$ cat config.mk
export PLATFORM = sky130hd
export DESIGN_NAME = fcfg_flash_ctrl
export DESIGN_NICKNAME = d
export VERILOG_FILES = /design/src/design/fcfg_pkg.sv /design/src/design/fcfg_mem_if.sv /design/src/design/fcfg_flash_ctrl.sv /design/src/design/fcfg_in_sync.sv /design/src/design/fcfg_page_mem.sv
export SDC_FILE = /design/constraint.sdc
export NUM_CORES = 2
export LEC_CHECK = 0
export BUFFER_PORTS_ARGS = -buffer_cell sky130_fd_sc_hd__clkbuf_2
export CORE_MARGIN = 5
export CORE_UTILIZATION = 58
export CTS_BUF_LIST = sky130_fd_sc_hd__clkbuf_4
export CTS_CLUSTER_DIAMETER = 200
export CTS_CLUSTER_SIZE = 25
export DETAILED_ROUTE_END_ITERATION = 6
export HOLD_SLACK_MARGIN = 0.15
export PLACE_DENSITY = 0.78
export SYNTH_ARGS = -nofsm -noshare
export SYNTH_HDL_FRONTEND = slang
export SYNTH_SLANG_ARGS = --single-unit
$ cat constraint.sdc
create_clock -name clk_i -period 11.2 [get_ports clk_i]
set_input_delay 1.68 -clock clk_i [delete_from_list [all_inputs] [get_ports clk_i]]
set_output_delay 1.68 -clock clk_i [all_outputs]
set_load 0.005 [all_outputs]
$ cat src/design/fcfg_pkg.sv
// Constants and types for the flash command decoder and read path
package fcfg_pkg;

  // APB register byte offsets
  localparam logic [7:0]  OFF_STATUS   = 8'h00;
  localparam logic [7:0]  OFF_RDCFG    = 8'h04;
  localparam logic [7:0]  OFF_RDSTATE  = 8'h08;
  localparam logic [7:0]  OFF_LOCKS    = 8'h0C;
  localparam logic [7:0]  OFF_ARR_ADDR = 8'h10;
  localparam logic [7:0]  OFF_ARR_DATA = 8'h14;
  localparam logic [7:0]  OFF_PROT     = 8'h18;

  // Command codes on the flash bus
  localparam logic [7:0]  CMD_SETUP_SHARED = 8'h60;
  localparam logic [7:0]  CMD_LOCK         = 8'h01;
  localparam logic [7:0]  CMD_UNLOCK       = 8'hD0;
  localparam logic [7:0]  CMD_LOCKDOWN     = 8'h2F;
  localparam logic [7:0]  CMD_PROT_SETUP   = 8'hC0;
  localparam logic [7:0]  CMD_LOAD_CFG     = 8'h03;
  localparam logic [7:0]  CMD_CLEAR_STATUS = 8'h50;
  localparam logic [7:0]  CMD_READ_ARRAY   = 8'hFF;
  localparam logic [7:0]  CMD_READ_IDENT   = 8'h90;
  localparam logic [7:0]  CMD_READ_STATUS  = 8'h70;
  localparam logic [7:0]  CMD_READ_QUERY   = 8'h98;

  // Read configuration word fields and reset value
  localparam int          RCR_MODE_BIT  = 15;
  localparam int          RCR_LC_HI     = 13;
  localparam int          RCR_LC_LO     = 11;
  localparam int          RCR_WPOL_BIT  = 10;
  localparam int          RCR_BL_HI     = 2;
  localparam int          RCR_BL_LO     = 0;
  localparam logic [15:0] RCR_RST       = 16'hBFC7;
  localparam logic [2:0]  BL_4          = 3'h1;
  localparam logic [2:0]  BL_8          = 3'h2;
  localparam logic [2:0]  BL_16         = 3'h3;

  // Geometry
  localparam int          ADDR_W   = 16;
  localparam int          DATA_W   = 16;
  localparam int          BLK_LO   = 12;
  localparam int          BLK_W    = 4;
  localparam int          NUM_BLK  = 16;
  localparam int          ARR_AW   = 6;
  localparam int          PAGE_AW  = 4;

  // Non-array read words; identifier and query values are arbitrary
  localparam logic [7:0]  ID_OFF_CFG = 8'h05;
  localparam logic [15:0] ID_WORD    = 16'h0001;
  localparam logic [15:0] QUERY_WORD = 16'h0002;
  localparam logic [1:0]  LOCK_RST   = 2'h1;

  // Timing at 200 MHz
  localparam int          CLK_NS     = 5;
  localparam int          ACCESS_NS  = 20;
  localparam int          ACCESS_CYC = (ACCESS_NS + CLK_NS - 1) / CLK_NS;
  localparam int          PROG_NS    = 1000;
  localparam int          PROG_CYC   = PROG_NS / CLK_NS;

  // Pin synchroniser vector: ce, adv, we, oe, fclk, addr, dq
  localparam int           SYNC_W   = 37;
  localparam logic [36:0]  SYNC_RST = 37'h1F_0000_0000;

  typedef enum logic [1:0] {RS_ARRAY, RS_IDENT, RS_STATUS, RS_QUERY}
    fcfg_rstate_e;
  typedef enum logic [1:0] {DEC_IDLE, DEC_SETUP, DEC_PROT} fcfg_dec_e;
  typedef enum logic [1:0] {BR_IDLE, BR_LAT, BR_DATA, BR_DONE} fcfg_burst_e;

endpackage : fcfg_pkg

$ cat src/design/fcfg_mem_if.sv
// Interface between the controller and the page memory
interface fcfg_mem_if;
  import fcfg_pkg::*;
  logic                  we;
  logic [ARR_AW-1:0]     waddr;
  logic [DATA_W-1:0]     wdata;
  logic [PAGE_AW-1:0]    raddr;
  logic [4*DATA_W-1:0]   rpage;
  modport ctl (output we, output waddr, output wdata, output raddr,
               input rpage);
  modport mem (input we, input waddr, input wdata, input raddr,
               output rpage);
endinterface : fcfg_mem_if

$ cat src/design/fcfg_flash_ctrl.sv
// Flash command decoder, lock table, read config and read path
//
// The implementer's own choices: the APB register port and the placing of the registers.
module fcfg_flash_ctrl
  import fcfg_pkg::*;
(
  // Clock and reset
  input  wire logic                clk_i,
  input  wire logic                rst_i,
  // APB slave
  input  wire logic                psel_i,
  input  wire logic                penable_i,
  input  wire logic                pwrite_i,
  input  wire logic [7:0]          paddr_i,
  input  wire logic [31:0]         pwdata_i,
  output logic      [31:0]         prdata_o,
  output logic                     pready_o,
  output logic                     pslverr_o,
  // Flash bus pins
  input  wire logic                chip_sel_n_i,
  input  wire logic                address_valid_n_i,
  input  wire logic                write_en_n_i,
  input  wire logic                output_en_n_i,
  input  wire logic                flash_clk_i,
  input  wire logic [ADDR_W-1:0]   flash_addr_i,
  input  wire logic [DATA_W-1:0]   dq_i,
  output logic      [DATA_W-1:0]   dq_o,
  output logic                     dq_oe_o,
  output logic                     wait_o
);
  logic [SYNC_W-1:0]  pins_s;
  logic [3:0]         prev_q;
  fcfg_dec_e          dec_q, dec_d;
  fcfg_rstate_e       rstate_q, rstate_d;
  fcfg_burst_e        br_q, br_d;
  logic [15:0]        rcr_q, rcr_d;
  logic [1:0]         err_q;
  logic [1:0]         lock_q [NUM_BLK];
  logic [7:0]         prog_cnt_q;
  logic [ADDR_W-1:0]  prot_addr_q;
  logic [DATA_W-1:0]  prot_data_q;
  logic [ADDR_W-1:0]  cur_q, cur_d;
  logic [2:0]         acc_q;
  logic [2:0]         lat_q, lat_d;
  logic [4:0]         left_q, left_d;
  logic               word_ld;
  logic [ARR_AW-1:0]  arr_addr_q;
  logic               lock_cmd, cfg_load, prot_start, err_set, err_clr_cmd;
  logic [DATA_W-1:0]  sel_word;
  logic [31:0]        rd_mux;
  logic [2*NUM_BLK-1:0] lock_flat;
  fcfg_mem_if mem_bus ();
  fcfg_in_sync #(.W(SYNC_W), .RST(SYNC_RST)) u_sync (
    .clk_i (clk_i),
    .rst_i (rst_i),
    .in_i  ({chip_sel_n_i, address_valid_n_i, write_en_n_i, output_en_n_i,
             flash_clk_i, flash_addr_i, dq_i}),
    .out_o (pins_s)
  );
  fcfg_page_mem u_mem (
    .clk_i (clk_i),
    .rst_i (rst_i),
    .bus   (mem_bus.mem)
  );
  // Synchronised pins and their edges
  wire logic              ce_n   = pins_s[36];
  wire logic              adv_n  = pins_s[35];
  wire logic              we_n   = pins_s[34];
  wire logic              oe_n   = pins_s[33];
  wire logic              fclk   = pins_s[32];
  wire logic [ADDR_W-1:0] addr   = pins_s[31:16];
  wire logic [DATA_W-1:0] din    = pins_s[15:0];
  wire logic [7:0]        code   = din[7:0];
  wire logic [BLK_W-1:0]  blk    = addr[ADDR_W-1:BLK_LO];
  wire logic              wr_evt   = we_n & ~prev_q[1] & ~prev_q[3];
  wire logic              fclk_rise = fclk & ~prev_q[0];
  wire logic              adv_rise  = adv_n & ~prev_q[2] & ~ce_n;
  wire logic              ce_fall   = ~ce_n & prev_q[3];
  wire logic              rd_async  = rcr_q[RCR_MODE_BIT];
  wire logic [2:0]        lc        = rcr_q[RCR_LC_HI:RCR_LC_LO];
  wire logic [2:0]        bl        = rcr_q[RCR_BL_HI:RCR_BL_LO];
  wire logic              bl_cont   = !(bl == BL_4 || bl == BL_8 ||
                                        bl == BL_16);
  wire logic [4:0]        burst_words = (bl == BL_4) ? 5'h04 :
                                        (bl == BL_8) ? 5'h08 : 5'h10;
  wire logic              prog_idle = (prog_cnt_q == 8'h00);
  wire logic [15:0]       sr_word   = {8'h00, prog_idle, 1'b0, err_q, 4'h0};
  wire logic [1:0]        lock_cur  = lock_q[blk];
  wire logic [DATA_W-1:0] page_word =
    mem_bus.rpage[{cur_q[1:0], 4'h0} +: DATA_W];
  // APB decode
  wire logic apb_setup = psel_i & ~penable_i;
  wire logic apb_wr    = psel_i & penable_i & pwrite_i & pready_o;
  wire logic hit_stat  = (paddr_i == OFF_STATUS);
  wire logic hit_cfg   = (paddr_i == OFF_RDCFG);
  wire logic hit_rst   = (paddr_i == OFF_RDSTATE);
  wire logic hit_lock  = (paddr_i == OFF_LOCKS);
  wire logic hit_aadr  = (paddr_i == OFF_ARR_ADDR);
  wire logic hit_adat  = (paddr_i == OFF_ARR_DATA);
  wire logic hit_prot  = (paddr_i == OFF_PROT);
  wire logic mapped    = hit_stat | hit_cfg | hit_rst | hit_lock |
                         hit_aadr | hit_adat | hit_prot;
  wire logic [1:0] sw_clr = (apb_wr & hit_stat) ? pwdata_i[5:4] : 2'h0;
  always_comb begin
    if (hit_stat)      rd_mux = {16'h0000, sr_word};
    else if (hit_cfg)  rd_mux = {16'h0000, rcr_q};
    else if (hit_rst)  rd_mux = {28'h000_0000, dec_q, rstate_q};
    else if (hit_lock) rd_mux = lock_flat;
    else if (hit_aadr) rd_mux = {26'h000_0000, arr_addr_q};
    else if (hit_prot) rd_mux = {prot_data_q, prot_addr_q};
    else               rd_mux = 32'h0000_0000;
  end
  assign mem_bus.we    = apb_wr & hit_adat;
  assign mem_bus.waddr = arr_addr_q;
  assign mem_bus.wdata = pwdata_i[DATA_W-1:0];
  assign mem_bus.raddr = cur_q[ARR_AW-1:2];
  // Command decoder
  always_comb begin
    dec_d       = dec_q;
    rstate_d    = rstate_q;
    rcr_d       = (apb_wr & hit_cfg) ? pwdata_i[15:0] : rcr_q;
    lock_cmd    = 1'b0;
    cfg_load    = 1'b0;
    prot_start  = 1'b0;
    err_set     = 1'b0;
    err_clr_cmd = 1'b0;
    if (wr_evt) begin
      case (dec_q)
        DEC_SETUP: begin
          dec_d = DEC_IDLE;
          if (code == CMD_LOCK || code == CMD_UNLOCK ||
              code == CMD_LOCKDOWN) begin
            lock_cmd = 1'b1;
          end else if (code == CMD_LOAD_CFG) begin
            cfg_load = 1'b1;
            rcr_d    = addr;
            rstate_d = RS_ARRAY;
          end else begin
            err_set = 1'b1;
          end
        end
        DEC_PROT: begin
          dec_d      = DEC_IDLE;
          prot_start = 1'b1;
        end
        default: begin
          if (code == CMD_SETUP_SHARED) dec_d = DEC_SETUP;
          else if (code == CMD_PROT_SETUP) dec_d = DEC_PROT;
          else if (code == CMD_CLEAR_STATUS) err_clr_cmd = 1'b1;
          else if (code == CMD_READ_ARRAY) rstate_d = RS_ARRAY;
          else if (code == CMD_READ_IDENT) rstate_d = RS_IDENT;
          else if (code == CMD_READ_STATUS) rstate_d = RS_STATUS;
          else if (code == CMD_READ_QUERY) rstate_d = RS_QUERY;
        end
      endcase
    end
  end
  wire logic [1:0] lock_nxt =
    (code == CMD_LOCK)                   ? {lock_cur[1], 1'b1} :
    (code == CMD_UNLOCK && !lock_cur[1]) ? 2'h0 :
    (code == CMD_LOCKDOWN)               ? 2'h3 : lock_cur;
  // Lock table, one entry per block
  for (genvar b = 0; b < NUM_BLK; b++) begin : g_blk
    always_ff @(posedge clk_i or posedge rst_i) begin
      if (rst_i) lock_q[b] <= LOCK_RST;
      else if (lock_cmd && blk == BLK_W'(b)) lock_q[b] <= lock_nxt;
    end
    assign lock_flat[2*b +: 2] = lock_q[b];
  end
  // Read word by read state
  always_comb begin
    case (rstate_q)
      RS_ARRAY:  sel_word = page_word;
      RS_IDENT:  sel_word = (cur_q[7:0] == ID_OFF_CFG) ? rcr_q : ID_WORD;
      RS_STATUS: sel_word = sr_word;
      default:   sel_word = QUERY_WORD;
    endcase
  end
  // Address latch and burst sequencing
  always_comb begin
    cur_d   = cur_q;
    br_d    = br_q;
    lat_d   = lat_q;
    left_d  = left_q;
    word_ld = 1'b0;
    if (ce_n) begin
      br_d = BR_IDLE;
    end else if (rd_async) begin
      br_d = BR_IDLE;
      if (!adv_n) cur_d = addr;
    end else if (adv_rise || (br_q == BR_IDLE && fclk_rise && !adv_n)) begin
      cur_d = addr;
      lat_d = lc;
      br_d  = BR_LAT;
    end else if (fclk_rise) begin
      case (br_q)
        BR_LAT: begin
          if (lat_q == 3'h0) begin
            word_ld = 1'b1;
            left_d  = burst_words - 5'h01;
            br_d    = BR_DATA;
          end else begin
            lat_d = lat_q - 3'h1;
          end
        end
        BR_DATA: begin
          if (left_q == 5'h00 && !bl_cont) begin
            br_d = BR_DONE;
          end else begin
            word_ld = 1'b1;
            left_d  = left_q - 5'h01;
          end
        end
        default: ;
      endcase
      if (word_ld && rstate_q == RS_ARRAY) begin
        cur_d = cur_q + 16'h0001;
      end
    end
  end
  // Clocked state
  always_ff @(posedge clk_i or posedge rst_i) begin
    if (rst_i) begin
      prev_q   <= 4'hF;
      dec_q    <= DEC_IDLE;
      rstate_q <= RS_ARRAY;
      rcr_q    <= RCR_RST;
      br_q     <= BR_IDLE;
      cur_q    <= '0;
      lat_q    <= 3'h0;
      left_q   <= 5'h00;
    end else begin
      prev_q   <= {ce_n, adv_n, we_n, fclk};
      dec_q    <= dec_d;
      rstate_q <= rstate_d;
      rcr_q    <= rcr_d;
      br_q     <= br_d;
      cur_q    <= cur_d;
      lat_q    <= lat_d;
      left_q   <= left_d;
    end
  end
  // Status errors: hardware set wins over any clear
  always_ff @(posedge clk_i or posedge rst_i) begin
    if (rst_i) err_q <= 2'h0;
    else if (err_set) err_q <= 2'h3;
    else if (err_clr_cmd) err_q <= 2'h0;
    else err_q <= err_q & ~sw_clr;
  end
  // Protection register program
  always_ff @(posedge clk_i or posedge rst_i) begin
    if (rst_i) begin
      prog_cnt_q  <= 8'h00;
      prot_addr_q <= '0;
      prot_data_q <= '0;
    end else if (prot_start) begin
      prog_cnt_q  <= 8'(PROG_CYC);
      prot_addr_q <= addr;
      prot_data_q <= din;
    end else if (!prog_idle) begin
      prog_cnt_q  <= prog_cnt_q - 8'h01;
    end
  end
  // Initial access delay on a new page
  wire logic new_page = ~ce_n & ~adv_n &
    (addr[ADDR_W-1:2] != cur_q[ADDR_W-1:2]);
  always_ff @(posedge clk_i or posedge rst_i) begin
    if (rst_i) acc_q <= 3'(ACCESS_CYC);
    else if (ce_fall || new_page) acc_q <= 3'(ACCESS_CYC);
    else if (acc_q != 3'h0) acc_q <= acc_q - 3'h1;
  end
  // Data pins and wait
  wire logic out_en   = ~ce_n & ~oe_n;
  wire logic sync_out = br_q == BR_DATA || br_q == BR_DONE;
  wire logic wait_act = ~rd_async & ~ce_n & (br_q == BR_LAT);
  always_ff @(posedge clk_i or posedge rst_i) begin
    if (rst_i) begin
      dq_o    <= '0;
      dq_oe_o <= 1'b0;
      wait_o  <= 1'b0;
    end else begin
      if ((rd_async && acc_q == 3'h0) || word_ld) dq_o <= sel_word;
      dq_oe_o <= out_en & (rd_async ? (acc_q == 3'h0) : sync_out);
      wait_o  <= wait_act ^ ~rcr_q[RCR_WPOL_BIT];
    end
  end
  // APB answer, one wait-free access cycle
  always_ff @(posedge clk_i or posedge rst_i) begin
    if (rst_i) begin
      prdata_o   <= 32'h0000_0000;
      pready_o   <= 1'b0;
      pslverr_o  <= 1'b0;
      arr_addr_q <= '0;
    end else begin
      pready_o  <= apb_setup;
      pslverr_o <= apb_setup & ~mapped;
      if (apb_setup) prdata_o <= rd_mux;
      if (apb_wr && hit_aadr) arr_addr_q <= pwdata_i[ARR_AW-1:0];
      else if (apb_wr && hit_adat) arr_addr_q <= arr_addr_q + 6'h01;
    end
  end
endmodule : fcfg_flash_ctrl

$ cat src/design/fcfg_in_sync.sv
// Two-flop synchroniser for the flash bus pins
module fcfg_in_sync #(
  parameter int unsigned   W   = 1,
  parameter logic [W-1:0]  RST = '0
) (
  // Clock and reset
  input  wire logic          clk_i,
  input  wire logic          rst_i,
  // Pins in, synchronised out
  input  wire logic [W-1:0]  in_i,
  output wire logic [W-1:0]  out_o
);
  logic [W-1:0] meta_q;
  logic [W-1:0] sync_q;

  always_ff @(posedge clk_i or posedge rst_i) begin
    if (rst_i) begin
      meta_q <= RST;
      sync_q <= RST;
    end else begin
      meta_q <= in_i;
      sync_q <= meta_q;
    end
  end

  assign out_o = sync_q;
endmodule : fcfg_in_sync

$ cat src/design/fcfg_page_mem.sv
// Array storage read out one four-word page at a time
module fcfg_page_mem
  import fcfg_pkg::*;
(
  // Clock and reset
  input  wire logic  clk_i,
  input  wire logic  rst_i,
  // Controller side
  fcfg_mem_if.mem    bus
);
  logic [DATA_W-1:0] word_q [2**ARR_AW];

  always_ff @(posedge clk_i) begin
    if (bus.we) begin
      word_q[bus.waddr] <= bus.wdata;
    end
  end

  // Whole page sensed in one cycle
  for (genvar w = 0; w < 4; w++) begin : g_word
    logic [DATA_W-1:0] q;
    always_ff @(posedge clk_i or posedge rst_i) begin
      if (rst_i) begin
        q <= '0;
      end else begin
        q <= word_q[{bus.raddr, 2'(w)}];
      end
    end
    assign bus.rpage[w*DATA_W +: DATA_W] = q;
  end
endmodule : fcfg_page_mem

==> reports/results.ini <==
[die]
initial_utilization = 0.584
die_y_um = 311
io_pins = 134
core.rowCount = 110
fp.dieArea_um2 = 96800
core_area_um2 = 90000
dieWidth_um = 311

[clock_network]
clockBufferDepth = 3
clk_pin_slew_ps = 260
clockRootBuffer = clkbuf_4
cts_tree = yes
cts_resized = 0
clk_latency_ps = 1060
cts_setup_buffers = 0
clock_sinks = 1347
ctsHoldBuffers = 0
numCtsBuffers = 59
cts_htree_levels = 2

[critical_path]
worst-path-buf-inv = 2
cp_cell_sequence = buf_4 > buf_4 > mux4_2 > mux4_2
required_ps = 12100
crit_family = buffers and inverters
setup.worst_path.start_class = flip-flop
worstSetupPathType = flip-flop to flip-flop
max_stage_delay_ps = 1130
worstSetupEndpointType = flip-flop
crit_fanout = 51
cp.arrival_ps = 5280
crit_slowest_cell = dfrtp_4

[power]
peakVddDrop_mv = 0.137
power_switching_uw = 2050
p_int_uw = 6480
power_density_nw_per_um2 = 153
power_uw = 8530
seqPwrFrac = 0.672
combPwrFrac = 0.115
switching_share = 0.240
leakagePower_uw = 0.0188
p_clk_frac = 0.213

[final_layout]
final_nets = 2944
mostFrequentLayoutCells = edfxtp_1, mux4_2, dfrtp_1, nand2_1, nor2_1
drive_above_1_share = 0.267
fin_cells = 4074
area_growth_pct = 5.84
layout_commonest_cell = edfxtp_1
post-route-util = 0.618

[synth]
synth_fa_ha_area_frac = 0.00357
syn-num-nets = 2819
synth_largest_area_cell = edfxtp_1
yosysSeqAreaShare = 0.740
synth-seq-cells = 1347
synth_cell_types = 85
synth_top_family_by_area = multiplexers
synth-simple-area-share = 0.0421
synth_compound_area_frac = 0.0350
synth_flop_cell = edfxtp_1
synth-xor-area-share = 0.00450
synth_warnings = 0
postSynthAreaPerCell_um2 = 19.3
synth_edf_count = 1024
postSynthCellCount = 2722
syn-cell-area_um2 = 52600
synthTopCellsByArea = edfxtp_1, mux4_2, dfrtp_1
synthMuxAreaShare = 0.160
synth_top_area_share = 0.585
ys_async_sr_fraction = 0.240

[placed_design]
dpl.hpwl_um = 73700
port_buffers = 117
gp_congestion = 0.906
dpl.cell_count = 3962
pre_cts_slack_ps = 6240

[drt]
ant_nets = 0
drc = 0
viasPerCell = 6.58
num_vias = 26800
wl_per_cell_um = 29.4
drt_iter0_markers = 3325
first_pass_iters = 6
wl_um = 120000

[sta]
finClkSkew_ps = 52.4
setup_violations = 0
hold_viol_final = 0
slew-limit-headroom = 0.137
worst_slack_ps = 6830
period_needed_ps = 4370
rsz0062_at_grt = no
finalCritPeriodShare = 0.390
fin_setup_tns_ps = 0
fmax_ghz = 0.229
slew_viol_final = 0
worst-slew-pin-transition_ps = 1290

[hold_path]
hold_class = flip-flop to flip-flop

[grt]
grt_pass1_vias = 27000
grt_overflow_total = 0
grt_pass1_wl_um = 178000
grt_max_degree = 121
antenna_found_initial = 5
track_usage = 0.246

[run]
maxCapViolations = 0

[status]
status = completed

==> layer usage <==
layer,wire (um),share of wire,vias up,global-route usage
li1,-,-,11100,-
met1,46200,0.38,14100,0.347
met2,59500,0.50,1390,0.406
met3,10300,0.086,218,0.0408
met4,3950,0.033,2,0.0709
met5,14,0.00012,-,0
==> logic make-up (layout without fill, tap and decap cells) <==
logic type	Yosys count	in the layout
buffers and inverters	196	369
AND/OR/NAND/NOR	461	461
multiplexers	405	405
other	0	3
adder cells (fa/ha/maj)	15	15
AO/OA/AOI/OAI	271	271
XOR/XNOR	27	27
flip-flops	1347	1347
==> cells in the mapped netlist, types with 8 or more instances <==
cell,n
edfxtp_1,1024
clkbuf_1,92
inv_1,45
dfrtp_1,280
or3_1,8
o21ai_0,50
nand4_1,12
nor2b_1,10
mux2i_1,38
nand2_1,169
mux4_2,344
nand3_1,11
and2_1,12
xnor2_1,23
a211oi_1,10
a22o_1,12
buf_2,28
nor3_1,21
buf_1,23
a22oi_1,30
dfstp_2,43
ha_1,15
a221oi_1,9
a21oi_1,47
and3_1,24
nand2b_1,9
o22ai_1,11
nor2_1,132
a31oi_1,36
mux2_2,19
==> state kept, by name, indices dropped and copies added, names as in the netlist, 2 cells and up <==
name and count:
u_mem.word_q 1024, mem_bus.rpage 64, u_sync.meta_q 37, u_sync.out_o 37, lock_flat 32, prdata_o 32
cur_q 16, dq_o 16, prot_addr_q 16, prot_data_q 16, rcr_q 16, prog_cnt_q 8
arr_addr_q 6, left_q 5, prev_q 4, acc_q 3, lat_q 3, br_q 2
dec_q 2, err_q 2, rstate_q 2
==> worst paths after layout <==
check | startpoint | end | slack (ps) | cells after the start
worst min-delay path | u_sync.meta_q[25] | u_sync.out_o[25] | 360 | 0
worst max register to register | cur_q[2] | mem_bus.rpage[49] | 6830 | 4
worst max-delay path | cur_q[2] | mem_bus.rpage[49] | 6830 | 4
max in group asynchronous | rst_i | cur_q[5] | 8060 | 4
min in group asynchronous | rst_i | mem_bus.rpage[12] | 800 | 2
worst min register to register | u_sync.meta_q[25] | u_sync.out_o[25] | 360 | 0
==> worst reg2reg max path: stages (launching register included) <==
cell     delay (ps)
dfrtp_4        1130
buf_4           910
buf_4           910
mux4_2          680
mux4_2          590
==> layout make-up <==
type / count / area, um2
inverters: 45 / 176
clock buffers: 106 / 796
well taps: 1176 / 1470
flip-flops and latches: 1347 / 38900
multi-input cells: 1179 / 12900
repair buffers: 215 / 1320
diodes: 3 / 7.51
fillers: 6088 / 34400
clock inverters: 3 / 65.1
==> power by group through the flow <==
stage | clock, uW | combinational (uW) | sequential, uW
finish | 1820 | 983 | 5730
global placement | 0 | 951 | 5830
CTS | 1850 | 994 | 5730
floorplan | 0 | 710 | 5690
global route | 2040 | 1050 | 5750
detailed placement | 0 | 991 | 5840
==> per-stage QoR <==
stage | hold slack [ps] | area (um2)
after floorplan | 331 | 52600
after global placement | 334 | 54800
after detailed placement | 335 | 54800
after CTS | 353 | 55600
after global routing | 379 | 55600
final | 363 | 55600
Note: power is estimated with default switching activity, not from simulation.
